`src/verilog/dhs_cfg.svh`:
```
`ifndef DHS_CFG_SVH
`define DHS_CFG_SVH
// Functional notes
// - Bus-select strap low at init: I2C slave, SDA open drain only.
// - Seven-bit I2C slave address built partly from two address straps.
// - Address strap tied low gives 0, tied high gives 1.
// - I2C slave works at 100 kbps and 400 kbps.
// - After START, repeated START ignored; wait for STOP.
// - Bus-select strap high at init: 4-wire serial slave instead.
// - 4-wire: read byte shifts out while write byte shifts in.
// - 4-wire: MSB first, active only while slave select low.
// - Serial input sampled on each rising shift clock edge.
// - Serial output changes on falling edges; MSB on select falling.
// - 4-wire serial output is always driven push-pull.
// - Under eight clocks: right-align bits, deliver on select rising.
// - Over eight clocks: keep only last eight bits received.
// - After read LSB, echo received bits MSB first until deselect.
// - Autorun strap high runs at once; low waits for start command.
// - Volume strap high gives unity gain, low gives mute.
// - Periodic open-drain alive pulse while processing runs.
// - Alive period set by command within bounds, fixed default.
// - Audio slave mode: no alive pulses without audio clocks.
// - I2C host transfers are whole 8-bit bytes; 4-wire transfers can be shorter.

// clock and timing
`define DHS_CLK_NS 10
`define DHS_INIT_CYCLES 8
`define DHS_MS_NS 1000000
`define DHS_MS_CYCLES (`DHS_MS_NS / `DHS_CLK_NS)
`define DHS_PULSE_NS 10000
`define DHS_PULSE_CYCLES (`DHS_PULSE_NS / `DHS_CLK_NS)
`define DHS_AUDIO_TIMEOUT_NS 40960
`define DHS_AUDIO_TIMEOUT_CYCLES (`DHS_AUDIO_TIMEOUT_NS / `DHS_CLK_NS)
// alive period in ms
`define DHS_ALIVE_MIN_MS 10'd32
`define DHS_ALIVE_MAX_MS 10'd640
`define DHS_ALIVE_DEF_MS 10'd192
// i2c address: base bits, strap positions
`define DHS_I2C_ADDR_BASE 7'h38
`define DHS_ADDR_BIT1_POS 0
`define DHS_ADDR_BIT2_POS 1
`define DHS_BYTE_BITS 4'h8
`endif

```
`src/verilog/dhs_pkg.sv`:
```
package dhs_pkg;
	typedef enum logic [2:0] {
		I2C_IDLE = 3'b000,
		I2C_ADDR = 3'b001,
		I2C_ADDR_ACK = 3'b010,
		I2C_WRITE = 3'b011,
		I2C_WR_ACK = 3'b100,
		I2C_READ = 3'b101,
		I2C_RD_ACK = 3'b110,
		I2C_WAIT_STOP = 3'b111
	} dhs_i2c_e;
endpackage : dhs_pkg

```
`src/verilog/dhs_sync.sv`:
```
module dhs_sync #(
	parameter int WIDTH = 1
) (
	input wire logic clock,
	input wire logic reset,
	input wire logic [WIDTH-1:0] pin,
	output logic [WIDTH-1:0] level,
	output logic [WIDTH-1:0] rise,
	output logic [WIDTH-1:0] fall
);
	logic [WIDTH-1:0] s1_q;
	logic [WIDTH-1:0] s2_q;
	logic [WIDTH-1:0] s3_q;
	logic [WIDTH-1:0] level_q;

	// three-stage chain, first stage feeds only the second
	always_ff @(posedge clock) begin
		if (reset) begin
			s1_q <= '0;
			s2_q <= '0;
			s3_q <= '0;
		end else begin
			s1_q <= pin;
			s2_q <= s1_q;
			s3_q <= s2_q;
		end
	end

	// a change counts once stages two and three agree
	genvar i;
	generate
		for (i = 0; i < WIDTH; i++) begin : g_bit
			always_ff @(posedge clock) begin
				if (reset) begin
					level_q[i] <= 1'b0;
				end else if (s2_q[i] == s3_q[i]) begin
					level_q[i] <= s3_q[i];
				end
			end
			assign rise[i] = (s2_q[i] == s3_q[i]) & s3_q[i] & ~level_q[i];
			assign fall[i] = (s2_q[i] == s3_q[i]) & ~s3_q[i] & level_q[i];
		end
	endgenerate

	assign level = level_q;
endmodule : dhs_sync

```
`src/verilog/dhs_host_port.sv`:
```
`include "dhs_cfg.svh"
module dhs_host_port #(
	parameter int MS_CYCLES = `DHS_MS_CYCLES,
	parameter int PULSE_CYCLES = `DHS_PULSE_CYCLES,
	parameter int AUDIO_TIMEOUT = `DHS_AUDIO_TIMEOUT_CYCLES,
	parameter logic [6:0] I2C_ADDR_BASE = `DHS_I2C_ADDR_BASE
) (
	input wire logic clock,
	input wire logic reset,
	input wire logic bus_select_strap,
	input wire logic bit1_or_serial_input,
	input wire logic bit2_or_slave_select_n,
	input wire logic serial_clock,
	input wire logic sda_in,
	output logic sda_serial_output,
	output logic sda_oe_n,
	input wire logic autorun_strap,
	input wire logic silence_at_reset_n,
	input wire logic audio_bit_clock_in,
	input wire logic audio_frame_clock_in,
	input wire logic audio_slave_mode,
	output logic [7:0] rx_byte,
	output logic rx_valid,
	input wire logic [7:0] tx_byte,
	output logic tx_taken,
	input wire logic start_command,
	input wire logic period_cmd_valid,
	input wire logic [9:0] period_cmd_ms,
	output logic init_done,
	output logic four_wire_mode,
	output logic processing_run,
	output logic master_volume_unity,
	output logic alive_pulse_out,
	output logic alive_pulse_oe_n
);
	// ***************************************************
	// pin synchronisers
	// ***************************************************
	localparam int NSYNC = 9;
	logic [NSYNC-1:0] pins;
	logic [NSYNC-1:0] lvl;
	logic [NSYNC-1:0] rise;
	logic [NSYNC-1:0] fall;
	assign pins = {audio_slave_mode, silence_at_reset_n, autorun_strap,
		bus_select_strap, audio_frame_clock_in, audio_bit_clock_in, sda_in,
		bit2_or_slave_select_n, bit1_or_serial_input};

	dhs_sync #(.WIDTH(NSYNC)) u_sync (
		.clock(clock),
		.reset(reset),
		.pin(pins),
		.level(lvl),
		.rise(rise),
		.fall(fall)
	);

	logic scl_q;
	logic scl_prev_q;
	logic scl_s1_q;
	logic scl_s2_q;
	logic scl_s3_q;
	logic scl_rise;
	logic scl_fall;
	// serial clock gets its own chain so both edges are cheap to see
	// oversampling covers both rates
	always_ff @(posedge clock) begin
		if (reset) begin
			scl_s1_q <= 1'b1;
			scl_s2_q <= 1'b1;
			scl_s3_q <= 1'b1;
			scl_q <= 1'b1;
			scl_prev_q <= 1'b1;
		end else begin
			scl_s1_q <= serial_clock;
			scl_s2_q <= scl_s1_q;
			scl_s3_q <= scl_s2_q;
			if (scl_s2_q == scl_s3_q) begin
				scl_q <= scl_s3_q;
			end
			scl_prev_q <= scl_q;
		end
	end
	assign scl_rise = scl_q & ~scl_prev_q;
	assign scl_fall = ~scl_q & scl_prev_q;

	// ***************************************************
	// initialization and straps
	// ***************************************************
	logic [3:0] init_cnt_q;
	logic init_done_q;
	logic four_wire_q;
	logic autorun_q;
	logic unity_q;
	logic run_q;
	logic [1:0] addr_strap_q;

	// straps caught once when the init count expires
	always_ff @(posedge clock) begin
		if (reset) begin
			init_cnt_q <= 4'h0;
			init_done_q <= 1'b0;
			four_wire_q <= 1'b0;
			autorun_q <= 1'b0;
			unity_q <= 1'b0;
			addr_strap_q <= 2'h0;
		end else if (!init_done_q) begin
			init_cnt_q <= init_cnt_q + 4'h1;
			if (init_cnt_q == 4'(`DHS_INIT_CYCLES - 1)) begin
				init_done_q <= 1'b1;
				four_wire_q <= lvl[5];
				autorun_q <= lvl[6];
				unity_q <= lvl[7];
				addr_strap_q <= {lvl[1], lvl[0]};
			end
		end
	end

	// run at once or on start command
	always_ff @(posedge clock) begin
		if (reset) begin
			run_q <= 1'b0;
		end else if (init_done_q && (autorun_q || start_command)) begin
			run_q <= 1'b1;
		end
	end

	logic [6:0] my_addr;
	always_comb begin
		my_addr = I2C_ADDR_BASE;
		my_addr[`DHS_ADDR_BIT1_POS] = addr_strap_q[0];
		my_addr[`DHS_ADDR_BIT2_POS] = addr_strap_q[1];
	end

	// ***************************************************
	// i2c slave
	// ***************************************************
	dhs_pkg::dhs_i2c_e st_q;
	logic [7:0] i_sh_q;
	logic [7:0] i_tx_q;
	logic [3:0] i_cnt_q;
	logic i_rw_q;
	logic i_nack_q;
	logic sda_low_q;
	logic i_rx_pulse;
	logic i_tx_pulse;
	logic i_start;
	logic i_stop;
	logic i2c_on;
	assign i2c_on = init_done_q & ~four_wire_q;
	assign i_start = i2c_on & scl_q & fall[2];
	assign i_stop = i2c_on & scl_q & rise[2];

	// i2c byte engine, bits on scl rise, drive on scl fall
	always_ff @(posedge clock) begin
		if (reset || !i2c_on) begin
			st_q <= dhs_pkg::I2C_IDLE;
			i_sh_q <= 8'h00;
			i_tx_q <= 8'h00;
			i_cnt_q <= 4'h0;
			i_rw_q <= 1'b0;
			i_nack_q <= 1'b0;
			sda_low_q <= 1'b0;
		end else if (i_stop) begin
			st_q <= dhs_pkg::I2C_IDLE;
			sda_low_q <= 1'b0;
		end else if (i_start && st_q == dhs_pkg::I2C_IDLE) begin
			st_q <= dhs_pkg::I2C_ADDR;
			i_cnt_q <= 4'h0;
		end else begin
			case (st_q)
				dhs_pkg::I2C_ADDR,
				dhs_pkg::I2C_WRITE: begin
					if (scl_rise) begin
						i_sh_q <= {i_sh_q[6:0], lvl[2]};
						i_cnt_q <= i_cnt_q + 4'h1;
					end else if (scl_fall && i_cnt_q == `DHS_BYTE_BITS) begin
						i_cnt_q <= 4'h0;
						if (st_q == dhs_pkg::I2C_WRITE) begin
							sda_low_q <= 1'b1;
							st_q <= dhs_pkg::I2C_WR_ACK;
						end else if (i_sh_q[7:1] == my_addr) begin
							i_rw_q <= i_sh_q[0];
							sda_low_q <= 1'b1;
							st_q <= dhs_pkg::I2C_ADDR_ACK;
						end else begin
							st_q <= dhs_pkg::I2C_WAIT_STOP;
						end
					end
				end
				dhs_pkg::I2C_ADDR_ACK: begin
					if (scl_fall) begin
						if (i_rw_q) begin
							i_tx_q <= {tx_byte[6:0], 1'b0};
							sda_low_q <= ~tx_byte[7];
							i_cnt_q <= 4'h1;
							st_q <= dhs_pkg::I2C_READ;
						end else begin
							sda_low_q <= 1'b0;
							st_q <= dhs_pkg::I2C_WRITE;
						end
					end
				end
				dhs_pkg::I2C_WR_ACK: begin
					if (scl_fall) begin
						sda_low_q <= 1'b0;
						st_q <= dhs_pkg::I2C_WRITE;
					end
				end
				dhs_pkg::I2C_READ: begin
					if (scl_fall) begin
						if (i_cnt_q == `DHS_BYTE_BITS) begin
							sda_low_q <= 1'b0;
							st_q <= dhs_pkg::I2C_RD_ACK;
						end else begin
							sda_low_q <= ~i_tx_q[7];
							i_tx_q <= {i_tx_q[6:0], 1'b0};
							i_cnt_q <= i_cnt_q + 4'h1;
						end
					end
				end
				dhs_pkg::I2C_RD_ACK: begin
					if (scl_rise) begin
						i_nack_q <= lvl[2];
					end else if (scl_fall) begin
						if (i_nack_q) begin
							st_q <= dhs_pkg::I2C_WAIT_STOP;
						end else begin
							i_tx_q <= {tx_byte[6:0], 1'b0};
							sda_low_q <= ~tx_byte[7];
							i_cnt_q <= 4'h1;
							st_q <= dhs_pkg::I2C_READ;
						end
					end
				end
				default: begin
					sda_low_q <= 1'b0;
				end
			endcase
		end
	end

	// delivery only on a whole byte
	assign i_rx_pulse = (st_q == dhs_pkg::I2C_WRITE) & scl_fall &
		(i_cnt_q == `DHS_BYTE_BITS) & ~i_stop;
	assign i_tx_pulse = scl_fall & ~i_stop & ((st_q == dhs_pkg::I2C_ADDR_ACK
		& i_rw_q) | (st_q == dhs_pkg::I2C_RD_ACK & ~i_nack_q));

	// ***************************************************
	// 4-wire slave
	// ***************************************************
	logic fw_on;
	logic sel_n;
	logic sel_fall;
	logic sel_rise;
	logic [7:0] f_rx_q;
	logic [7:0] f_out_q;
	logic f_last_q;
	logic f_any_q;
	assign fw_on = init_done_q & four_wire_q;
	assign sel_n = lvl[1];
	assign sel_fall = fw_on & fall[1];
	assign sel_rise = fw_on & rise[1];

	// shifting only while selected, MSB first
	always_ff @(posedge clock) begin
		if (reset) begin
			f_rx_q <= 8'h00;
			f_out_q <= 8'h00;
			f_last_q <= 1'b0;
			f_any_q <= 1'b0;
		end else if (sel_fall) begin
			f_out_q <= tx_byte;
			f_rx_q <= 8'h00;
			f_any_q <= 1'b0;
		end else if (fw_on && !sel_n) begin
			if (scl_rise) begin
				// older bits fall off the top
				f_rx_q <= {f_rx_q[6:0], lvl[0]};
				f_last_q <= lvl[0];
				f_any_q <= 1'b1;
			end else if (scl_fall) begin
				// received bits queue behind read byte
				f_out_q <= {f_out_q[6:0], f_last_q};
			end
		end
	end

	// ***************************************************
	// core side and pin drive
	// ***************************************************
	logic [7:0] rx_q;
	logic rx_v_q;
	// right-aligned byte delivered on select rising
	// each completed i2c write data byte handed to core
	always_ff @(posedge clock) begin
		if (reset) begin
			rx_q <= 8'h00;
			rx_v_q <= 1'b0;
		end else begin
			rx_v_q <= i_rx_pulse | (sel_rise & f_any_q);
			if (i_rx_pulse) begin
				rx_q <= i_sh_q;
			end else if (sel_rise && f_any_q) begin
				rx_q <= f_rx_q;
			end
		end
	end

	logic tx_t_q;
	always_ff @(posedge clock) begin
		if (reset) begin
			tx_t_q <= 1'b0;
		end else begin
			tx_t_q <= i_tx_pulse | sel_fall;
		end
	end

	// push-pull in 4-wire mode, open drain in i2c
	assign sda_serial_output = four_wire_q ? f_out_q[7] : 1'b0;
	assign sda_oe_n = four_wire_q ? ~init_done_q : ~sda_low_q;

	// ***************************************************
	// alive pulse
	// ***************************************************
	logic [9:0] period_q;
	always_ff @(posedge clock) begin
		if (reset) begin
			period_q <= `DHS_ALIVE_DEF_MS;
		end else if (period_cmd_valid) begin
			if (period_cmd_ms < `DHS_ALIVE_MIN_MS) begin
				period_q <= `DHS_ALIVE_MIN_MS;
			end else if (period_cmd_ms > `DHS_ALIVE_MAX_MS) begin
				period_q <= `DHS_ALIVE_MAX_MS;
			end else begin
				period_q <= period_cmd_ms;
			end
		end
	end

	// audio clock presence: timeout per clock
	logic [1:0] audio_seen;
	logic [15:0] aud_cnt_q [2];
	genvar k;
	generate
		for (k = 0; k < 2; k++) begin : g_aud
			always_ff @(posedge clock) begin
				if (reset || rise[3 + k]) begin
					aud_cnt_q[k] <= 16'h0000;
				end else if (aud_cnt_q[k] != 16'(AUDIO_TIMEOUT)) begin
					aud_cnt_q[k] <= aud_cnt_q[k] + 16'h0001;
				end
			end
			assign audio_seen[k] = aud_cnt_q[k] != 16'(AUDIO_TIMEOUT);
		end
	endgenerate

	logic alive_ok;
	// slave mode needs both audio clocks
	assign alive_ok = run_q & (~lvl[8] | (&audio_seen));

	logic [16:0] ms_cnt_q;
	logic [9:0] per_cnt_q;
	logic [15:0] pw_cnt_q;
	always_ff @(posedge clock) begin
		if (reset || !alive_ok) begin
			ms_cnt_q <= 17'h00000;
			per_cnt_q <= 10'h000;
			pw_cnt_q <= 16'h0000;
		end else begin
			if (pw_cnt_q != 16'h0000) begin
				pw_cnt_q <= pw_cnt_q - 16'h0001;
			end
			if (ms_cnt_q == 17'(MS_CYCLES - 1)) begin
				ms_cnt_q <= 17'h00000;
				if (per_cnt_q >= period_q - 10'h001) begin
					per_cnt_q <= 10'h000;
					pw_cnt_q <= 16'(PULSE_CYCLES);
				end else begin
					per_cnt_q <= per_cnt_q + 10'h001;
				end
			end else begin
				ms_cnt_q <= ms_cnt_q + 17'h00001;
			end
		end
	end

	assign alive_pulse_out = 1'b0;
	assign alive_pulse_oe_n = ~(pw_cnt_q != 16'h0000);
	assign rx_byte = rx_q;
	assign rx_valid = rx_v_q;
	assign tx_taken = tx_t_q;
	assign init_done = init_done_q;
	assign four_wire_mode = four_wire_q;
	assign processing_run = run_q;
	assign master_volume_unity = unity_q;

	// ***************************************************
	// assertions
	// ***************************************************
	a_mode_fixed: assert property (@(posedge clock) disable iff (reset)
		init_done_q |=> $stable(four_wire_q))
		else $error("bus mode changed after init");
	a_od_never_high: assert property (@(posedge clock) disable iff (reset)
		(i2c_on && !sda_oe_n) |-> !sda_serial_output)
		else $error("i2c data driven high");
	a_restart_ignored: assert property (@(posedge clock) disable iff (reset)
		(i_start && !i_stop && st_q != dhs_pkg::I2C_IDLE) |=>
		st_q != dhs_pkg::I2C_ADDR || $past(st_q) == dhs_pkg::I2C_ADDR)
		else $error("repeated start accepted");
	a_push_pull: assert property (@(posedge clock) disable iff (reset)
		fw_on |-> !sda_oe_n)
		else $error("serial output not driven");
	a_msb_on_select: assert property (@(posedge clock) disable iff (reset)
		sel_fall |=> sda_serial_output == $past(tx_byte[7]))
		else $error("msb not presented on select");
	a_rx_on_deselect: assert property (@(posedge clock) disable iff (reset)
		(sel_rise && f_any_q && !i_rx_pulse) |=> rx_valid &&
		rx_byte == $past(f_rx_q))
		else $error("byte not delivered on deselect");
	a_sample_rise: assert property (@(posedge clock) disable iff (reset)
		(fw_on && !sel_n && scl_rise && !sel_fall) |=>
		f_rx_q[0] == $past(lvl[0]))
		else $error("input bit not sampled");
	a_run_autorun: assert property (@(posedge clock) disable iff (reset)
		(!run_q && !autorun_q && !start_command) |=> !run_q)
		else $error("started without command");
	a_period_bounds: assert property (@(posedge clock) disable iff (reset)
		period_q >= `DHS_ALIVE_MIN_MS && period_q <= `DHS_ALIVE_MAX_MS)
		else $error("alive period out of range");
	a_no_audio_quiet: assert property (@(posedge clock) disable iff (reset)
		!alive_ok |=> alive_pulse_oe_n)
		else $error("alive pulse without audio clocks");
	a_unity_strap: assert property (@(posedge clock) disable iff (reset)
		(!init_done_q ##1 init_done_q) |-> unity_q == $past(lvl[7]))
		else $error("volume strap not taken");
endmodule : dhs_host_port

```
`config.mk`:
```
export PLATFORM = sky130hd
export DESIGN_NAME = dhs_host_port
export DESIGN_NICKNAME = d
export VERILOG_FILES = /design/src/verilog/dhs_pkg.sv /design/src/verilog/dhs_sync.sv /design/src/verilog/dhs_host_port.sv
export VERILOG_INCLUDE_DIRS = /design/src /design/src/verilog
export SDC_FILE = /design/constraint.sdc
export NUM_CORES = 1
export LEC_CHECK = 0
export BUFFER_PORTS_ARGS = -buffer_cell sky130_fd_sc_hd__buf_2
export CAP_MARGIN = 20
export CORE_MARGIN = 2
export CORE_UTILIZATION = 55
export DETAILED_ROUTE_END_ITERATION = 10
export GPL_TIMING_DRIVEN = 0
export PLACE_DENSITY_LB_ADDON = 0.15
export SLEW_MARGIN = 20
export SYNTH_ARGS = -nofsm -noshare
export SYNTH_HDL_FRONTEND = slang
export SYNTH_SLANG_ARGS = --single-unit
```
`constraint.sdc`:
```
create_clock -name clock -period 6.9 [get_ports clock]
set_input_delay 0 -clock clock [delete_from_list [all_inputs] [get_ports clock]]
set_output_delay 0 -clock clock [all_outputs]
set_load 0.005 [all_outputs]
```
Yosys cells after proc, flatten, opt, wreduce, memory -nomap -nowiden
Memories as Yosys holds them, arrays and structs flattened.
Cells that the tools add are included.
Widths: inputs -> output; s select.
Storage, ports and cells
  flip-flop bits (word level): 159
  memory bits (writable): 32
  input bits: 32
  output and inout port bits: 18
  word-level logic and storage cells: 273
  memories: 1
Cells by class
  $add $sub $neg: 8
  order comparisons: 3
  equal/unequal tests: 47
  multiplexer cells: 74
  bitwise gates (word level): 57
  reductions and logical operators: 40
Memory list
  aud_cnt_q: words 2, width 16, rd ports 2, clocked after memory_dff 0, wr ports 2, line dhs_host_port.sv:342  | logic [15:0] aud_cnt_q [2];
Operators by type and width (count)
  $mux 8: 13
  $mux 16: 5
  $mux 4: 10
  $ne 3x3->1 const B: 12
  $mux 3: 11
  $add 16x1->16 const B: 2
  $ne 16x13->1 const B: 2
  $and 1x1->1: 30
  $mux 10: 3
  $reduce_and 10->1: 3
  $mux 1: 27
  $pmux 8 s3: 1
  $ne 2x2->1 const B: 11
  $not 1->1: 21
  $reduce_and 9->1: 2
  $add 17x1->17 const B: 1
  $eq 17x17->1 const B: 1
  $pmux 4 s4: 1
  $reduce_bool 16->1: 1
  $sub 16x1->16 const B: 1
  $pmux 3 s5: 1
  $add 10x1->10 const B: 1
  $eq 1x1->1: 10
  $ge 10x10->1: 1
  other kinds (29): 58

Longest topological paths before layout
  depth in word-level cells: 8
  mapped depth: 13
  gate-level depth less buffers: 12

Hierarchy
Synthesis repeated with hierarchy kept, for this count alone.
Unflattened totals
  cell total of the unflattened synthesis: 980
  area total of the unflattened synthesis: 9101.2 µm²
By module, submodules not included
  dhs_host_port: times used 1, cells an instance 841, area each 7598.5 µm², sequential area each 3403.3 µm²
  dhs_sync: times used 1, cells an instance 139, area each 1502.7 µm², sequential area each 720.7 µm²

Least setup slack after synthesis
No wires, ideal clock.
  path type: register to register
  start point: register period_q[2]
  end point: register pw_cnt_q[1]
  library setup time: 0.086 ns
  arrival: 2.833 ns
  data required time: 6.814 ns
  path slack: 3.981 ns
  cell stages (with the launch flop): 14
  path buffers: 1
  clock period less this slack: 2.919 ns
  cell sequence: dfxtp_1 > or3_1 > or3_1 > nor3_1 > nand2_1 > xor2_1 > ha_1 > a21oi_1 > o21ai_0 > o21bai_1 > o221ai_1 > nand2_1 > buf_2 > a211oi_1
Between the ends
  longest elaborated chain between the ends: 4
RTL lines
  start, declared: line dhs_host_port.sv:325  | logic [9:0] period_q;
  start signal, assigned: line dhs_host_port.sv:328  | period_q <= `DHS_ALIVE_DEF_MS;
  start signal, assigned: line dhs_host_port.sv:331  | period_q <= `DHS_ALIVE_MIN_MS;
  start signal, assigned: line dhs_host_port.sv:333  | period_q <= `DHS_ALIVE_MAX_MS;
  $sub 10x1->10: line dhs_host_port.sv:375  | if (per_cnt_q >= period_q - 10'h001) begin
  $ge 10x10->1: line dhs_host_port.sv:375
  $mux 16: line dhs_host_port.sv:375
  $mux 16: line dhs_host_port.sv:373  | if (ms_cnt_q == 17'(MS_CYCLES - 1)) begin
  end signal, assigned: line dhs_host_port.sv:371  | pw_cnt_q <= pw_cnt_q - 16'h0001;
  end signal, assigned: line dhs_host_port.sv:377  | pw_cnt_q <= 16'(PULSE_CYCLES);
  end, declared: line dhs_host_port.sv:363  | logic [15:0] pw_cnt_q;
Every way passes these cells.
A chain may end at the register's enable or synchronous reset.

Worst setup path after layout
Same ends and word-level chain as after synthesis.

==> summary.md <==
| Metric | Value |
|---|---|
| Avg Inst Size Synth | between 9 and 10 um2 |
| Final Core Density | 0.650 |
| Crit. Startpoint | period_q[2] |
| Post-synth EDFFs | 32 |
| Setup_tns | 0 ps |
| Post-DP HPWL | approximately 13000 um |
| DRC | 0 |
| Share of cells above drive strength 1 | 0.109 |
| Initial antenna violation count | 0 |
| DIE HEIGHT | 131 um |
| Seq pwr share | 0.518 |
| Wire per inst | 14.1 um |
| CTS Buf Count | 17 |
| CP Launch Type | flop |
| Starting Density | 0.560 |
| Mapped Area | around 0.009 mm2 |
| # Post-CTS Setup Buffers | 0 |
| Register area share after synthesis | 0.467 |
| Clock sink count | between 150 and 200 |
| Layout Nets | between 1000 and 1500 |
| GRT Util Overall | 0.217 |
| Final Hold Vio Count | 0 |
| CP Data Required Time | ~7200 ps |
| Post-cts gate resize count | 0 |
| Diode count | 0 |
| Largest net degree at the start of global routing | 18 |
| Leakage | slightly below 4 nW |
| Switching pwr | around 500 uW |
| Synth Instances | 954 |
| Main synth FF type | dfxtp_1 |
| Slew headroom | 0.484 |
| Tot Pwr | about 2.2 mW |
| First-pass iteration count of the detailed router | 5 |
| Die area | between 0.015 and 0.02 mm2 |
| CTS tree | yes |
| DRT iter0 DRCs | ~450 |
| Launch point of the worst reg-to-reg path | period_q[2] |
| First-pass GRT wire length | ~30000 um |
| Tcrit/Tclk final | 0.507 |
| Tightest Hold Check Type | primary input to flop |
| Seq cells post-synth | 190 |
| Total Wirelength | around 18000 um |
| CORE AREA | approximately 0.016 mm2 |
| Worst Path Max Fanout | 10 |
| CTS max path bufs | 2 |
| Vias | 6872 |
| Power Dens Cells | about 220 mW/mm2 |
| Final min period | 3500 ps |
| Max Clock Freq | between 200 and 300 MHz |
| Die outline width | roughly 130 um |
| Vias per cell | between 5 and 6 |
| Worst path arrival time | about 3800 ps |
| Max-cap viol count | 0 |
| CTS H-tree lvls | 4 |
| Run status | complete, no violations |
| I/O Pins | 50 |
| Pins Over Slew Limit | 0 |
| GR Overflow Total | 0 |
| Layout area overhead | 16.1% |
| Sw Ratio | 0.225 |
| R2r setup slk | about 3400 ps |
| Crit end category | flop |
| Gpl congestion | between 0.9 and 1 |
| Internal | 1.72 mW |
| Worst hold path cell count | 3 |
| Unrepaired setup endpoints after global routing | no |
| Worst vdd ir | approximately 0.20 mV |
| Worst R2R Path Depth | 13 |
| Clock Skew | between 9 and 10 ps |
| IO Port Bufs | 48 |
| Vias in the first global route | approximately 6300 |
| Clock latency on the worst-skew pair | roughly 430 ps |
| Synth cell types | 62 |
| CTS hold repair buffers | 32 |
| Clock power frac | 0.437 |
| Comb power frac | 0.045 |
| Worst Path Class, Setup | flop to flop |
| Post-route antenna net violation count | 0 |
| Root Buffer | clkbuf_16 |
| Syn_nets | 1014 |
| Worst hold start | reset |
| Asr flop ratio synth | 0 |
| Fillers | roughly 1400 |
| Worst-path clk slew | 70 ps |
| Synth warn | 0 |
| Tightest Pin Transition | 774 ps |
| FP Rows | 46 |
| Setup violators final | 0 |
[logic make-up (layout without fill, tap and decap cells)]
group / after synthesis / count (layout) / synth area share
simple gates: 429 / 429 / 0.247
fa+ha+maj: 28 / 28 / 0.0397
xor+xnor: 76 / 76 / 0.0754
flops: 190 / 190 / 0.467
buf+inv: 63 / 175 / 0.0303
other cells: 1 / 1 / 0.000425
mux: 46 / 46 / 0.0523
compound gates: 121 / 121 / 0.0876
[cells in the mapped netlist, drive strengths merged, types with 5 or more instances]
cell type / n / area share
nand4: 20 / 0.014
a31oi: 5 / 0.0035
buf: 19 / 0.012
a21oi: 46 / 0.026
o21ai: 20 / 0.011
nand3: 33 / 0.019
inv: 24 / 0.010
nand2: 71 / 0.030
edfxtp: 32 / 0.11
xnor2: 32 / 0.032
dfxtp: 158 / 0.36
mux2i: 45 / 0.051
a311oi: 8 / 0.0079
and3: 13 / 0.0092
or2: 8 / 0.0057
nor2: 162 / 0.069
ha: 28 / 0.040
xor2: 44 / 0.044
nor4b: 7 / 0.0069
nor3: 18 / 0.010
clkbuf: 20 / 0.0085
nor4: 12 / 0.014
a211oi: 20 / 0.017
nor2b: 35 / 0.025
nand2b: 20 / 0.014
[cell usage in the layout (no fill, tap or decap), types with 18 or more instances in the layout]
cell	n
nor2_1	160
dfxtp_1	158
nand2_1	71
buf_2	61
a21oi_1	46
mux2i_1	45
xor2_1	44
nor2b_1	35
nand3_1	33
xnor2_1	32
edfxtp_1	32
dlygate4sd3_1	32
ha_1	28
inv_1	24
clkbuf_1	21
nand4_1	20
nand2b_1	20
o21ai_0	20
a211oi_1	20
clkbuf_16	20
nor3_1	18
[per-layer routing]
layer | wire, um | global-route usage | share of wire
met5 | 0 | 0 | 0
met4 | 373 | 0.0795 | 0.021
met3 | 947 | 0.0513 | 0.053
met2 | 8090 | 0.344 | 0.45
met1 | 8610 | 0.293 | 0.48
[state kept, by name (all words and copies together) (netlist names), 9 cells and up]
name	flops
ms_cnt_q	17
per_cnt_q	10
pw_cnt_q	16
u_sync.s3_q	9
period_q	10
u_sync.level	9
u_sync.s1_q	9
u_sync.s2_q	9
aud_cnt_q	32
[per-stage QoR]
step           instance area [um2]  std cells  hold WS (ps)  setup WS [ps]
2_1_floorplan                 8830        954           104           3980
3_3_place_gp                  9340       1218           189           3510
6_report                     10300       1282           102           3400
4_1_cts                      10300       1282          53.2           3430
3_5_place_dp                  9340       1218           187           3500
5_1_grt                      10300       1282           118           3120
[path summary, 6_finish.rpt]
path,end
setup / recovery,pw_cnt_q[1]
hold / removal,i_tx_q[2]
setup reg to reg,pw_cnt_q[1]
hold reg to reg,scl_s2_q
[final cells by class]
cell class | instances | area, um2 | share of cell area
Tap cell | 216 | 270 | 0.0264
Timing Repair Buffer | 80 | 561 | 0.0547
Clock inverter | 11 | 90.1 | 0.00879
Inverter | 24 | 90.1 | 0.00879
Multi-Input combinational cell | 701 | 4430 | 0.433
Sequential cell | 190 | 4120 | 0.402
Clock buffer | 21 | 504 | 0.0492
Buffer | 39 | 178 | 0.0173
[power groups by stage]
stage / logic, mW / clock network (mW) / registers [mW]
final: 0.101 / 0.971 / 1.15
after global routing: 0.113 / 1.04 / 1.15
after CTS: 0.100 / 0.988 / 1.15
after detailed placement: 0.0848 / 0 / 1.18
after global placement: 0.0838 / 0 / 1.18
after floorplan: 0.0565 / 0 / 1.17
[critical path, stage by stage (launching register included)]
cell and delay, ps:
dfxtp_1 360, or3_1 420, or3_1 360, nor3_1 330
nand2_1 110, xor2_1 160, ha_1 290, a21oi_1 140
o21ai_0 140, o21bai_1 180, o221ai_1 380, nand2_1 120
buf_2 230, a211oi_1 180
Note: power is estimated with default switching activity, not from simulation.
